**src/inc/cap_cmp_pkg.sv**
```systemverilog
// Package: register map, field positions, reset values and carriers for the capture/compare array
// Overview of operation
// (RULE_01) Rise-only enable captures on rising pin edges
// (RULE_02) Fall-only enable captures on falling pin edges
// (RULE_03) Both enables capture on every pin transition
// (RULE_04) Decode timer, toggle output and pulse-width modes
// (RULE_05) Watchdog compare exists only in module four
// (RULE_06) Watchdog reset output needs reset output enable
// (RULE_07) Watchdog toggles pin only when invert set
// (RULE_08) Pulse-width output ignores module interrupt enable
// (RULE_09) Software keeps interrupt off for watchdog
// (RULE_10) Software writes zero to reserved mode bit
// (RULE_11) Reserved mode bit read value is undefined
// (RULE_12) Capture loads full counter into capture registers
// (RULE_13) Interrupt when event flag and enable set
// (RULE_14) Later capture overwrites earlier, no overrun guard
// (RULE_15) Hardware sets event flag, software write clears
// (RULE_16) All-zero mode field means no activity
// (RULE_17) Shared free-running sixteen-bit counter, high/low bytes
// (RULE_18) Counter advances only while run bit set
// (RULE_19) Event flag set on match and capture
// (RULE_20) Pulse-width pin low while counter low below compare
// (RULE_21) Pins synchronised, then edge-detected on sampled levels
// (RULE_22) Five identical modules, watchdog only in module four
package cap_cmp_pkg;
  localparam int unsigned num_modules = 5;
  localparam int unsigned wdog_module = 4;
  localparam int unsigned addr_w = 8;
  // Register offsets
  localparam logic [7:0] off_ctrl_status = 8'hd8;
  localparam logic [7:0] off_array_mode = 8'hd9;
  localparam logic [7:0] off_counter_low = 8'he9;
  localparam logic [7:0] off_counter_high = 8'hf9;
  localparam logic [7:0] off_mode_base = 8'hda;
  localparam logic [7:0] off_low_base = 8'hea;
  localparam logic [7:0] off_high_base = 8'hfa;
  // Mode control field positions
  localparam int unsigned bit_irq_en = 0;
  localparam int unsigned bit_pwm_en = 1;
  localparam int unsigned bit_invert = 2;
  localparam int unsigned bit_hit_en = 3;
  localparam int unsigned bit_fall_en = 4;
  localparam int unsigned bit_rise_en = 5;
  localparam int unsigned bit_cmp_en = 6;
  // Array control/status and array mode positions
  localparam int unsigned bit_counter_run = 6;
  localparam int unsigned bit_overflow_flag = 7;
  localparam int unsigned bit_reset_out_en = 6;
  // Reset values
  localparam logic [7:0] rst_mode = 8'h00;
  localparam logic [7:0] rst_byte = 8'h00;
  localparam logic [15:0] rst_count = 16'h0000;

  // Decoded module function
  typedef enum logic [6:0] {
    fn_idle = 7'h01,
    fn_cap = 7'h02,
    fn_timer = 7'h04,
    fn_hso = 7'h08,
    fn_pwm = 7'h10,
    fn_wdog = 7'h20,
    fn_other = 7'h40
  } func_t;

  // Register bus request carrier
  typedef struct packed {
    logic [7:0] addr;
    logic [7:0] wdata;
    logic wr;
    logic rd;
  } bus_req_t;

  // Module decode of a mode field
  function automatic func_t decode_mode(input logic [7:0] m, input logic wd_ok);
    logic [6:0] f;
    f = m[6:0] & 7'h7e;
    if (m[6:0] == 7'h00 || f == 7'h00) begin
      decode_mode = fn_idle;
    end else if (!m[bit_cmp_en] && (m[bit_rise_en] || m[bit_fall_en]) && !m[bit_hit_en] && !m[bit_pwm_en]) begin
      decode_mode = fn_cap;
    end else if (m[bit_cmp_en] && m[bit_pwm_en] && !m[bit_hit_en]) begin
      decode_mode = fn_pwm;
    end else if (m[bit_cmp_en] && m[bit_hit_en] && wd_ok) begin
      decode_mode = fn_wdog;
    end else if (m[bit_cmp_en] && m[bit_hit_en] && m[bit_invert]) begin
      decode_mode = fn_hso;
    end else if (m[bit_cmp_en] && m[bit_hit_en]) begin
      decode_mode = fn_timer;
    end else begin
      decode_mode = fn_other;
    end
  endfunction
endpackage

```
**src/hdl/cap_cmp_array.sv**
```systemverilog
// Capture/compare array: shared counter, register port and five module instances
//
// Design decisions made here: the register offsets and the address-and-strobe port.
`timescale 1ns/100ps
`default_nettype none
module cap_cmp_array import cap_cmp_pkg::*; (
  // Clock and reset
  input wire logic clk,
  input wire logic rst_n,
  // Register port
  input wire logic [7:0] addr,
  input wire logic [7:0] wdata,
  input wire logic wr,
  input wire logic rd,
  output logic [7:0] rdata,
  // Module pins
  input wire logic [num_modules-1:0] pin_in,
  output logic [num_modules-1:0] pin_out,
  output logic [num_modules-1:0] pin_oe,
  // System outputs
  output logic irq,
  output logic wdog_reset
);
  bus_req_t req;
  logic [15:0] count_q, count_d;
  logic run_q, run_d, ovf_q, ovf_d, rst_en_q, rst_en_d, ovf_irq_q, ovf_irq_d;
  logic [7:0] rdata_d;
  logic irq_d, wrst_d, wrap;
  logic [num_modules-1:0] sync1_q, sync2_q, oe_d;
  logic [num_modules-1:0] flag, mout, ireq, whit, mwe, lwe, hwe, fclr;
  logic [7:0] mode_r [num_modules];
  logic [7:0] low_r [num_modules];
  logic [7:0] high_r [num_modules];

  assign req = '{addr: addr, wdata: wdata, wr: wr, rd: rd};
  assign wrap = run_q && (count_q[7:0] == 8'hff);

  // Pin synchroniser, two stages
  always_ff @(posedge clk or negedge rst_n) begin
    if (!rst_n) begin
      sync1_q <= '0;
      sync2_q <= '0;
    end else begin
      sync1_q <= pin_in; // [RULE_21]
      sync2_q <= sync1_q; // [RULE_21]
    end
  end

  // Module instances and their write decodes
  genvar g;
  generate
    for (g = 0; g < num_modules; g++) begin : gen_mod
      assign mwe[g] = req.wr && (req.addr == off_mode_base + 8'(g));
      assign lwe[g] = req.wr && (req.addr == off_low_base + 8'(g));
      assign hwe[g] = req.wr && (req.addr == off_high_base + 8'(g));
      assign fclr[g] = req.wr && (req.addr == off_ctrl_status) && !req.wdata[g];
      cap_cmp_module #(.has_wdog(g == wdog_module)) u_mod ( // [RULE_22]
        .clk(clk),
        .rst_n(rst_n),
        .count(count_q),
        .count_wrap(wrap),
        .pin_sync(sync2_q[g]),
        .mode_we(mwe[g]),
        .low_we(lwe[g]),
        .high_we(hwe[g]),
        .flag_clr(fclr[g]),
        .wdata(req.wdata),
        .mode_q(mode_r[g]),
        .low_q(low_r[g]),
        .high_q(high_r[g]),
        .flag_q(flag[g]),
        .pin_out_q(mout[g]),
        .wdog_hit(whit[g]),
        .irq_req(ireq[g])
      );
      assign oe_d[g] = mode_r[g][bit_cmp_en] && (mode_r[g][bit_pwm_en] || mode_r[g][bit_invert]);
    end
  endgenerate

  // Counter, control bits and read mux
  always_comb begin
    count_d = count_q;
    run_d = run_q;
    ovf_d = ovf_q;
    rst_en_d = rst_en_q;
    ovf_irq_d = ovf_irq_q;
    rdata_d = 8'h00;
    if (req.wr && req.addr == off_ctrl_status) begin
      run_d = req.wdata[bit_counter_run];
      if (!req.wdata[bit_overflow_flag]) begin
        ovf_d = 1'b0;
      end
    end
    if (req.wr && req.addr == off_array_mode) begin
      rst_en_d = req.wdata[bit_reset_out_en];
      ovf_irq_d = req.wdata[0];
    end
    if (req.wr && req.addr == off_counter_low) begin
      count_d[7:0] = req.wdata;
    end
    if (req.wr && req.addr == off_counter_high) begin
      count_d[15:8] = req.wdata;
    end
    if (run_q) begin
      count_d = count_q + 16'h0001; // [RULE_17] [RULE_18]
      if (count_q == 16'hffff) begin
        ovf_d = 1'b1;
      end
    end
    if (req.rd) begin
      case (req.addr)
        off_ctrl_status: rdata_d = {ovf_q, run_q, 1'b0, flag};
        off_array_mode: rdata_d = {1'b0, rst_en_q, 5'h00, ovf_irq_q};
        off_counter_low: rdata_d = count_q[7:0];
        off_counter_high: rdata_d = count_q[15:8];
        default: begin
          for (int i = 0; i < num_modules; i++) begin
            if (req.addr == off_mode_base + 8'(i)) rdata_d = mode_r[i];
            if (req.addr == off_low_base + 8'(i)) rdata_d = low_r[i];
            if (req.addr == off_high_base + 8'(i)) rdata_d = high_r[i];
          end
        end
      endcase
    end
    irq_d = (|ireq) || (ovf_q && ovf_irq_q); // [RULE_13]
    wrst_d = whit[wdog_module] && rst_en_q; // [RULE_06]
  end

  // Registers
  always_ff @(posedge clk or negedge rst_n) begin
    if (!rst_n) begin
      count_q <= rst_count;
      run_q <= 1'b0;
      ovf_q <= 1'b0;
      rst_en_q <= 1'b0;
      ovf_irq_q <= 1'b0;
      rdata <= 8'h00;
      irq <= 1'b0;
      wdog_reset <= 1'b0;
      pin_out <= '1;
      pin_oe <= '0;
    end else begin
      count_q <= count_d;
      run_q <= run_d;
      ovf_q <= ovf_d;
      rst_en_q <= rst_en_d;
      ovf_irq_q <= ovf_irq_d;
      rdata <= rdata_d;
      irq <= irq_d;
      wdog_reset <= wrst_d;
      pin_out <= mout;
      pin_oe <= oe_d;
    end
  end

  chk_counter_stop: assert property (@(posedge clk) disable iff (!rst_n)
    (!run_q && !req.wr) |=> count_q == $past(count_q)) else $error("counter moved while stopped"); // [RULE_18]
  chk_counter_step: assert property (@(posedge clk) disable iff (!rst_n)
    run_q |=> count_q == $past(count_q) + 16'h0001) else $error("counter did not advance"); // [RULE_17]
  chk_wdog_gate: assert property (@(posedge clk) disable iff (!rst_n)
    wdog_reset |-> $past(rst_en_q)) else $error("reset without enable"); // [RULE_06]
  cov_wdog: cover property (@(posedge clk) disable iff (!rst_n) wdog_reset);
endmodule
`default_nettype wire

```
**src/hdl/cap_cmp_module.sv**
```systemverilog
// One capture/compare module: mode decode, pin capture, compare, pulse width and event flag
`timescale 1ns/100ps
`default_nettype none
module cap_cmp_module import cap_cmp_pkg::*; #(
  parameter bit has_wdog = 1'b0
) (
  // Clock and reset
  input wire logic clk,
  input wire logic rst_n,
  // Shared counter
  input wire logic [15:0] count,
  input wire logic count_wrap,
  // Synchronised pin level
  input wire logic pin_sync,
  // Software access
  input wire logic mode_we,
  input wire logic low_we,
  input wire logic high_we,
  input wire logic flag_clr,
  input wire logic [7:0] wdata,
  // State
  output logic [7:0] mode_q,
  output logic [7:0] low_q,
  output logic [7:0] high_q,
  output logic flag_q,
  output logic pin_out_q,
  output logic wdog_hit,
  output logic irq_req
);
  logic [7:0] mode_d, low_d, high_d;
  logic flag_d, pin_out_d, prev_q, prev_d, cmp_hold_q, cmp_hold_d;
  logic rise, fall, cap_ev, hit_ev;
  func_t fn;

  // Decode and event detection
  always_comb begin
    fn = decode_mode(mode_q, has_wdog); // [RULE_04] [RULE_05] [RULE_22]
    rise = pin_sync && !prev_q; // [RULE_21]
    fall = !pin_sync && prev_q; // [RULE_21]
    cap_ev = (fn == fn_cap) && ((rise && mode_q[bit_rise_en]) || (fall && mode_q[bit_fall_en])); // [RULE_01] [RULE_02] [RULE_03] [RULE_16]
    hit_ev = (fn == fn_timer || fn == fn_hso || fn == fn_wdog) && !cmp_hold_q && (count == {high_q, low_q});
  end

  // Next-state logic
  always_comb begin
    mode_d = mode_q;
    low_d = low_q;
    high_d = high_q;
    flag_d = flag_q;
    pin_out_d = pin_out_q;
    prev_d = pin_sync;
    cmp_hold_d = cmp_hold_q;
    if (mode_we) begin
      mode_d = {1'b0, wdata[6:0]}; // [RULE_11]
    end
    if (low_we) begin
      low_d = wdata;
      cmp_hold_d = 1'b1; // Low byte write holds off compare until high byte
    end
    if (high_we) begin
      high_d = wdata;
      cmp_hold_d = 1'b0;
    end
    if (cap_ev) begin
      high_d = count[15:8]; // [RULE_12] [RULE_14]
      low_d = count[7:0]; // [RULE_12] [RULE_14]
    end
    if (fn == fn_pwm && count_wrap) begin
      low_d = high_q; // Duty value reloads at period start
    end
    if (flag_clr) begin
      flag_d = 1'b0; // [RULE_15]
    end
    if (cap_ev || hit_ev) begin
      flag_d = 1'b1; // [RULE_15] [RULE_19]
    end
    if (fn == fn_pwm) begin
      pin_out_d = (count[7:0] >= low_q); // [RULE_20] [RULE_08]
    end else if (hit_ev && mode_q[bit_invert] && (fn == fn_hso || fn == fn_wdog)) begin
      pin_out_d = !pin_out_q; // [RULE_07]
    end
  end

  // State registers
  always_ff @(posedge clk or negedge rst_n) begin
    if (!rst_n) begin
      mode_q <= rst_mode;
      low_q <= rst_byte;
      high_q <= rst_byte;
      flag_q <= 1'b0;
      pin_out_q <= 1'b1;
      prev_q <= 1'b0;
      cmp_hold_q <= 1'b0;
    end else begin
      mode_q <= mode_d;
      low_q <= low_d;
      high_q <= high_d;
      flag_q <= flag_d;
      pin_out_q <= pin_out_d;
      prev_q <= prev_d;
      cmp_hold_q <= cmp_hold_d;
    end
  end

  assign wdog_hit = hit_ev && (fn == fn_wdog); // [RULE_06]
  assign irq_req = flag_q && mode_q[bit_irq_en]; // [RULE_13]

  chk_capture_loads: assert property (@(posedge clk) disable iff (!rst_n)
    cap_ev |=> ({high_q, low_q} == $past(count))) else $error("capture did not load counter"); // [RULE_12]
  chk_flag_set: assert property (@(posedge clk) disable iff (!rst_n)
    (cap_ev || hit_ev) |=> flag_q) else $error("event flag not set"); // [RULE_15]
  chk_idle_quiet: assert property (@(posedge clk) disable iff (!rst_n)
    (mode_q == 8'h00) |-> !cap_ev && !hit_ev) else $error("idle module active"); // [RULE_16]
  chk_rise_only: assert property (@(posedge clk) disable iff (!rst_n)
    (fn == fn_cap && !mode_q[bit_fall_en] && fall) |-> !cap_ev) else $error("fall captured in rise mode"); // [RULE_01]
  chk_fall_only: assert property (@(posedge clk) disable iff (!rst_n)
    (fn == fn_cap && !mode_q[bit_rise_en] && rise) |-> !cap_ev) else $error("rise captured in fall mode"); // [RULE_02]
  chk_both_edges: assert property (@(posedge clk) disable iff (!rst_n)
    (fn == fn_cap && mode_q[bit_rise_en] && mode_q[bit_fall_en] && (rise || fall)) |-> cap_ev)
    else $error("edge missed in both mode"); // [RULE_03]
  chk_pwm_level: assert property (@(posedge clk) disable iff (!rst_n)
    (fn == fn_pwm && $past(fn == fn_pwm)) |-> pin_out_q == ($past(count[7:0]) >= $past(low_q)))
    else $error("pulse width level wrong"); // [RULE_20]
  chk_wdog_only4: assert property (@(posedge clk) disable iff (!rst_n)
    !has_wdog |-> !wdog_hit) else $error("watchdog outside module four"); // [RULE_05]
  chk_irq_gate: assert property (@(posedge clk) disable iff (!rst_n)
    (cap_ev && mode_q[bit_irq_en] && !mode_we) |=> irq_req) else $error("capture raised no interrupt"); // [RULE_13]
  cov_capture: cover property (@(posedge clk) disable iff (!rst_n) cap_ev);
  cov_hit: cover property (@(posedge clk) disable iff (!rst_n) hit_ev);
  cov_pwm: cover property (@(posedge clk) disable iff (!rst_n) fn == fn_pwm ##1 $rose(pin_out_q));
endmodule
`default_nettype wire

```
**config.mk**
```make
export PLATFORM = sky130hd
export DESIGN_NAME = cap_cmp_array
export DESIGN_NICKNAME = d
export VERILOG_FILES = /design/src/inc/cap_cmp_pkg.sv /design/src/hdl/cap_cmp_array.sv /design/src/hdl/cap_cmp_module.sv
export SDC_FILE = /design/constraint.sdc
export NUM_CORES = 1
export LEC_CHECK = 0
export ABC_CLOCK_PERIOD_IN_PS = 4500
export BUFFER_PORTS_ARGS = -buffer_cell sky130_fd_sc_hd__buf_2
export CAP_MARGIN = 0
export CORE_ASPECT_RATIO = 0.75
export CORE_MARGIN = 1.5
export CORE_UTILIZATION = 67
export CTS_CLUSTER_DIAMETER = 80
export DETAILED_ROUTE_END_ITERATION = 10
export PLACE_DENSITY = 0.9
export SYNTH_ARGS = -nofsm -noshare
export SYNTH_HDL_FRONTEND = slang
export SYNTH_HIERARCHICAL = 1
export SYNTH_SLANG_ARGS = --single-unit
```
**constraint.sdc**
```tcl
create_clock -name clk -period 4.5 [get_ports clk]
set_input_delay 0.45 -clock clk [delete_from_list [all_inputs] [get_ports clk]]
set_output_delay 0.45 -clock clk [all_outputs]
set_load 0.01 [all_outputs]
```
==> flow_summary.ini <==
[cts]
cts_root_buf = clkbuf_16
cts_tree = yes
cts.sinks = 185
h-tree-depth = 4
clkSlewWorstSetupHoldPaths_ns = 0.08
post_cts_resized = 0
clk_latency_ns = 0.45
cts_setup_buffers = 0
cts_made_buffers = 17
holdBufCountCts = 0
cts.path.max_buffers = 2

[detailed_routing]
via_per_inst = 7.05
drt-initial-drc-count = 1551
first_pass_iters = 7
vias = 11100
wl_um = 42200
wire_per_inst_um = 26.8
ant_nets = 0
drc = 0

[floorplan]
num_io_pins = 45
dieArea_sq_mm = 0.0187
core_area_sq_mm = 0.0176
start_util_pct = 68.2
die_h_um = 119
dieWidth_um = 157
rows = 42

[sta]
worst_pin_slew_ns = 1.15
finalSetupViolCount = 0
period_share_pct = 73.6
finalSetupTns_ns = 0
maxSlewHeadroom_pct = 22.2
fin_skew_ns = 0.0149
hold_violations = 0
min_period_ns = 3.31
rsz0062_at_grt = no
fmax_mhz = 302
slew_violations = 0

[pwr]
leakagePower_nw = 5.24
power_mw = 6.48
p_per_area_mw_per_mm2 = 503
vdd_drop_max_v = 0.000508

[run_status]
status = completed

[critical_path]
crit_fanout = 26
crit_path_end_kind = flop
r2r_setup_slack_ns = 1.19
path_class = reg2reg
crit_start = run_q
cp-start-kind = flop
timing.rr.start = run_q
worst_ep_arrival_time_ns = 3.58
reg2reg_depth = 6
required_ns = 4.77

[grt]
antenna_found_initial = 1
gr-total-overflow = 0
grt_pass1_vias = 10700
grt_max_degree = 125
grtUsageTotal_pct = 46.9
grt_pass1_wl_um = 64100

[synthesis]
syn-num-nets = 1371
netlist_area_sq_mm = 0.0120
yosys_warnings = 6
syn_inst = 1305
syn_area_per_cell_sq_um = 9.17

[placement]
portBuffers = 44
place_hpwl_um = 28200
place_congestion = 1.09

[min_path]
hold_path_startpoint = pin_in[3]
whs_path_depth = 1
hold_class = in2reg

[flow_run]
drv_cap = 0

[layout]
syn_to_final_growth_pct = 7.51
final_nets = 1383
drive_above_1_share_pct = 13.5
diodes = 0
-- layer usage --
layer	share of wire, %	global-route usage, %	vias to the layer above
met5	0.031	0	-
met4	5.5	23.1	2
met3	15	17.3	190
met2	41	65.0	862
met1	38	64.2	5296
li1	-	-	4740
-- layout make-up --
type / instances / area, sq um
well taps: 242 / 303
flip-flops and latches: 185 / 4640
fillers: 1333 / 4680
clock buffers: 18 / 429
multi-input cells: 974 / 6660
repair buffers: 77 / 477
inverters: 62 / 233
clock inverters: 14 / 128
-- flip-flops by register name, summed over array words and instances, names as in the netlist --
signal	count
gen_mod.u_mod/prev_q	5
pin_oe	5
count_q	16
pin_out	5
rst_en_q	1
irq	1
gen_mod.u_mod/mode_q	35
gen_mod.u_mod/cmp_hold_q	5
ovf_q	1
gen_mod.u_mod/flag_q	5
ovf_irq_q	1
gen_mod.u_mod/pin_out_q	5
run_q	1
gen_mod.u_mod/low_q	40
gen_mod.u_mod/high_q	40
rdata	8
sync1_q	5
sync2_q	5
wdog_reset	1
-- critical path: stages, from the launching register on --
cell and delay, ns:
dfrtp_1 0.96, and4_1 0.34, nand2b_1 0.14, inv_1 0.56, inv_1 0.09, nor2_1 0.77
o21ai_0 0.27
-- worst paths after layout --
kind / endpoint
max: gen_mod[4].u_mod/low_q[2]
min: sync1_q[3]
max reg2reg: gen_mod[4].u_mod/low_q[2]
min reg2reg: sync2_q[1]
max in group asynchronous: pin_out[0]
min in group asynchronous: gen_mod[1].u_mod/prev_q
-- through the flow --
step | cells | worst slack [ns] | area, sq um | hold WS [ns] | utilization, %
floorplan | 1305 | 2.41 | 12000 | 0.154 | -
CTS | 1572 | 1.43 | 12900 | 0.0979 | 73.3
finish | 1572 | 1.19 | 12900 | 0.104 | 73.3
global placement | 1540 | 1.32 | 12300 | 0.333 | 70.2
global route | 1572 | 1.13 | 12900 | 0.0968 | 73.3
detailed placement | 1540 | 1.23 | 12300 | 0.337 | 70.2
-- power breakdown --
part           switching [mW]  internal, mW  total, mW
Combinational            1.38         0.920       2.30
Clock                   0.728         0.733       1.46
Sequential              0.631          2.09       2.72
-- layout by cell type (no fill, tap or decap), drive strengths merged, types with 6 or more instances in the layout --
cell type	instances
dfrtp	175
nand2	136
o21ai	114
nor2	100
mux2i	97
buf	76
a21oi	74
inv	70
mux2	45
xor2	43
ha	41
nand3	30
nand3b	20
nand4	19
clkbuf	19
nor3	18
a31oi	17
o211ai	17
a22oi	16
nor4	14
o22ai	13
a211oi	11
o21a	11
dfstp	10
a2111oi	10
nand4b	8
and2	7
or3b	7
nor2b	6
and4b	6
Note: power is estimated with default switching activity, not from simulation.
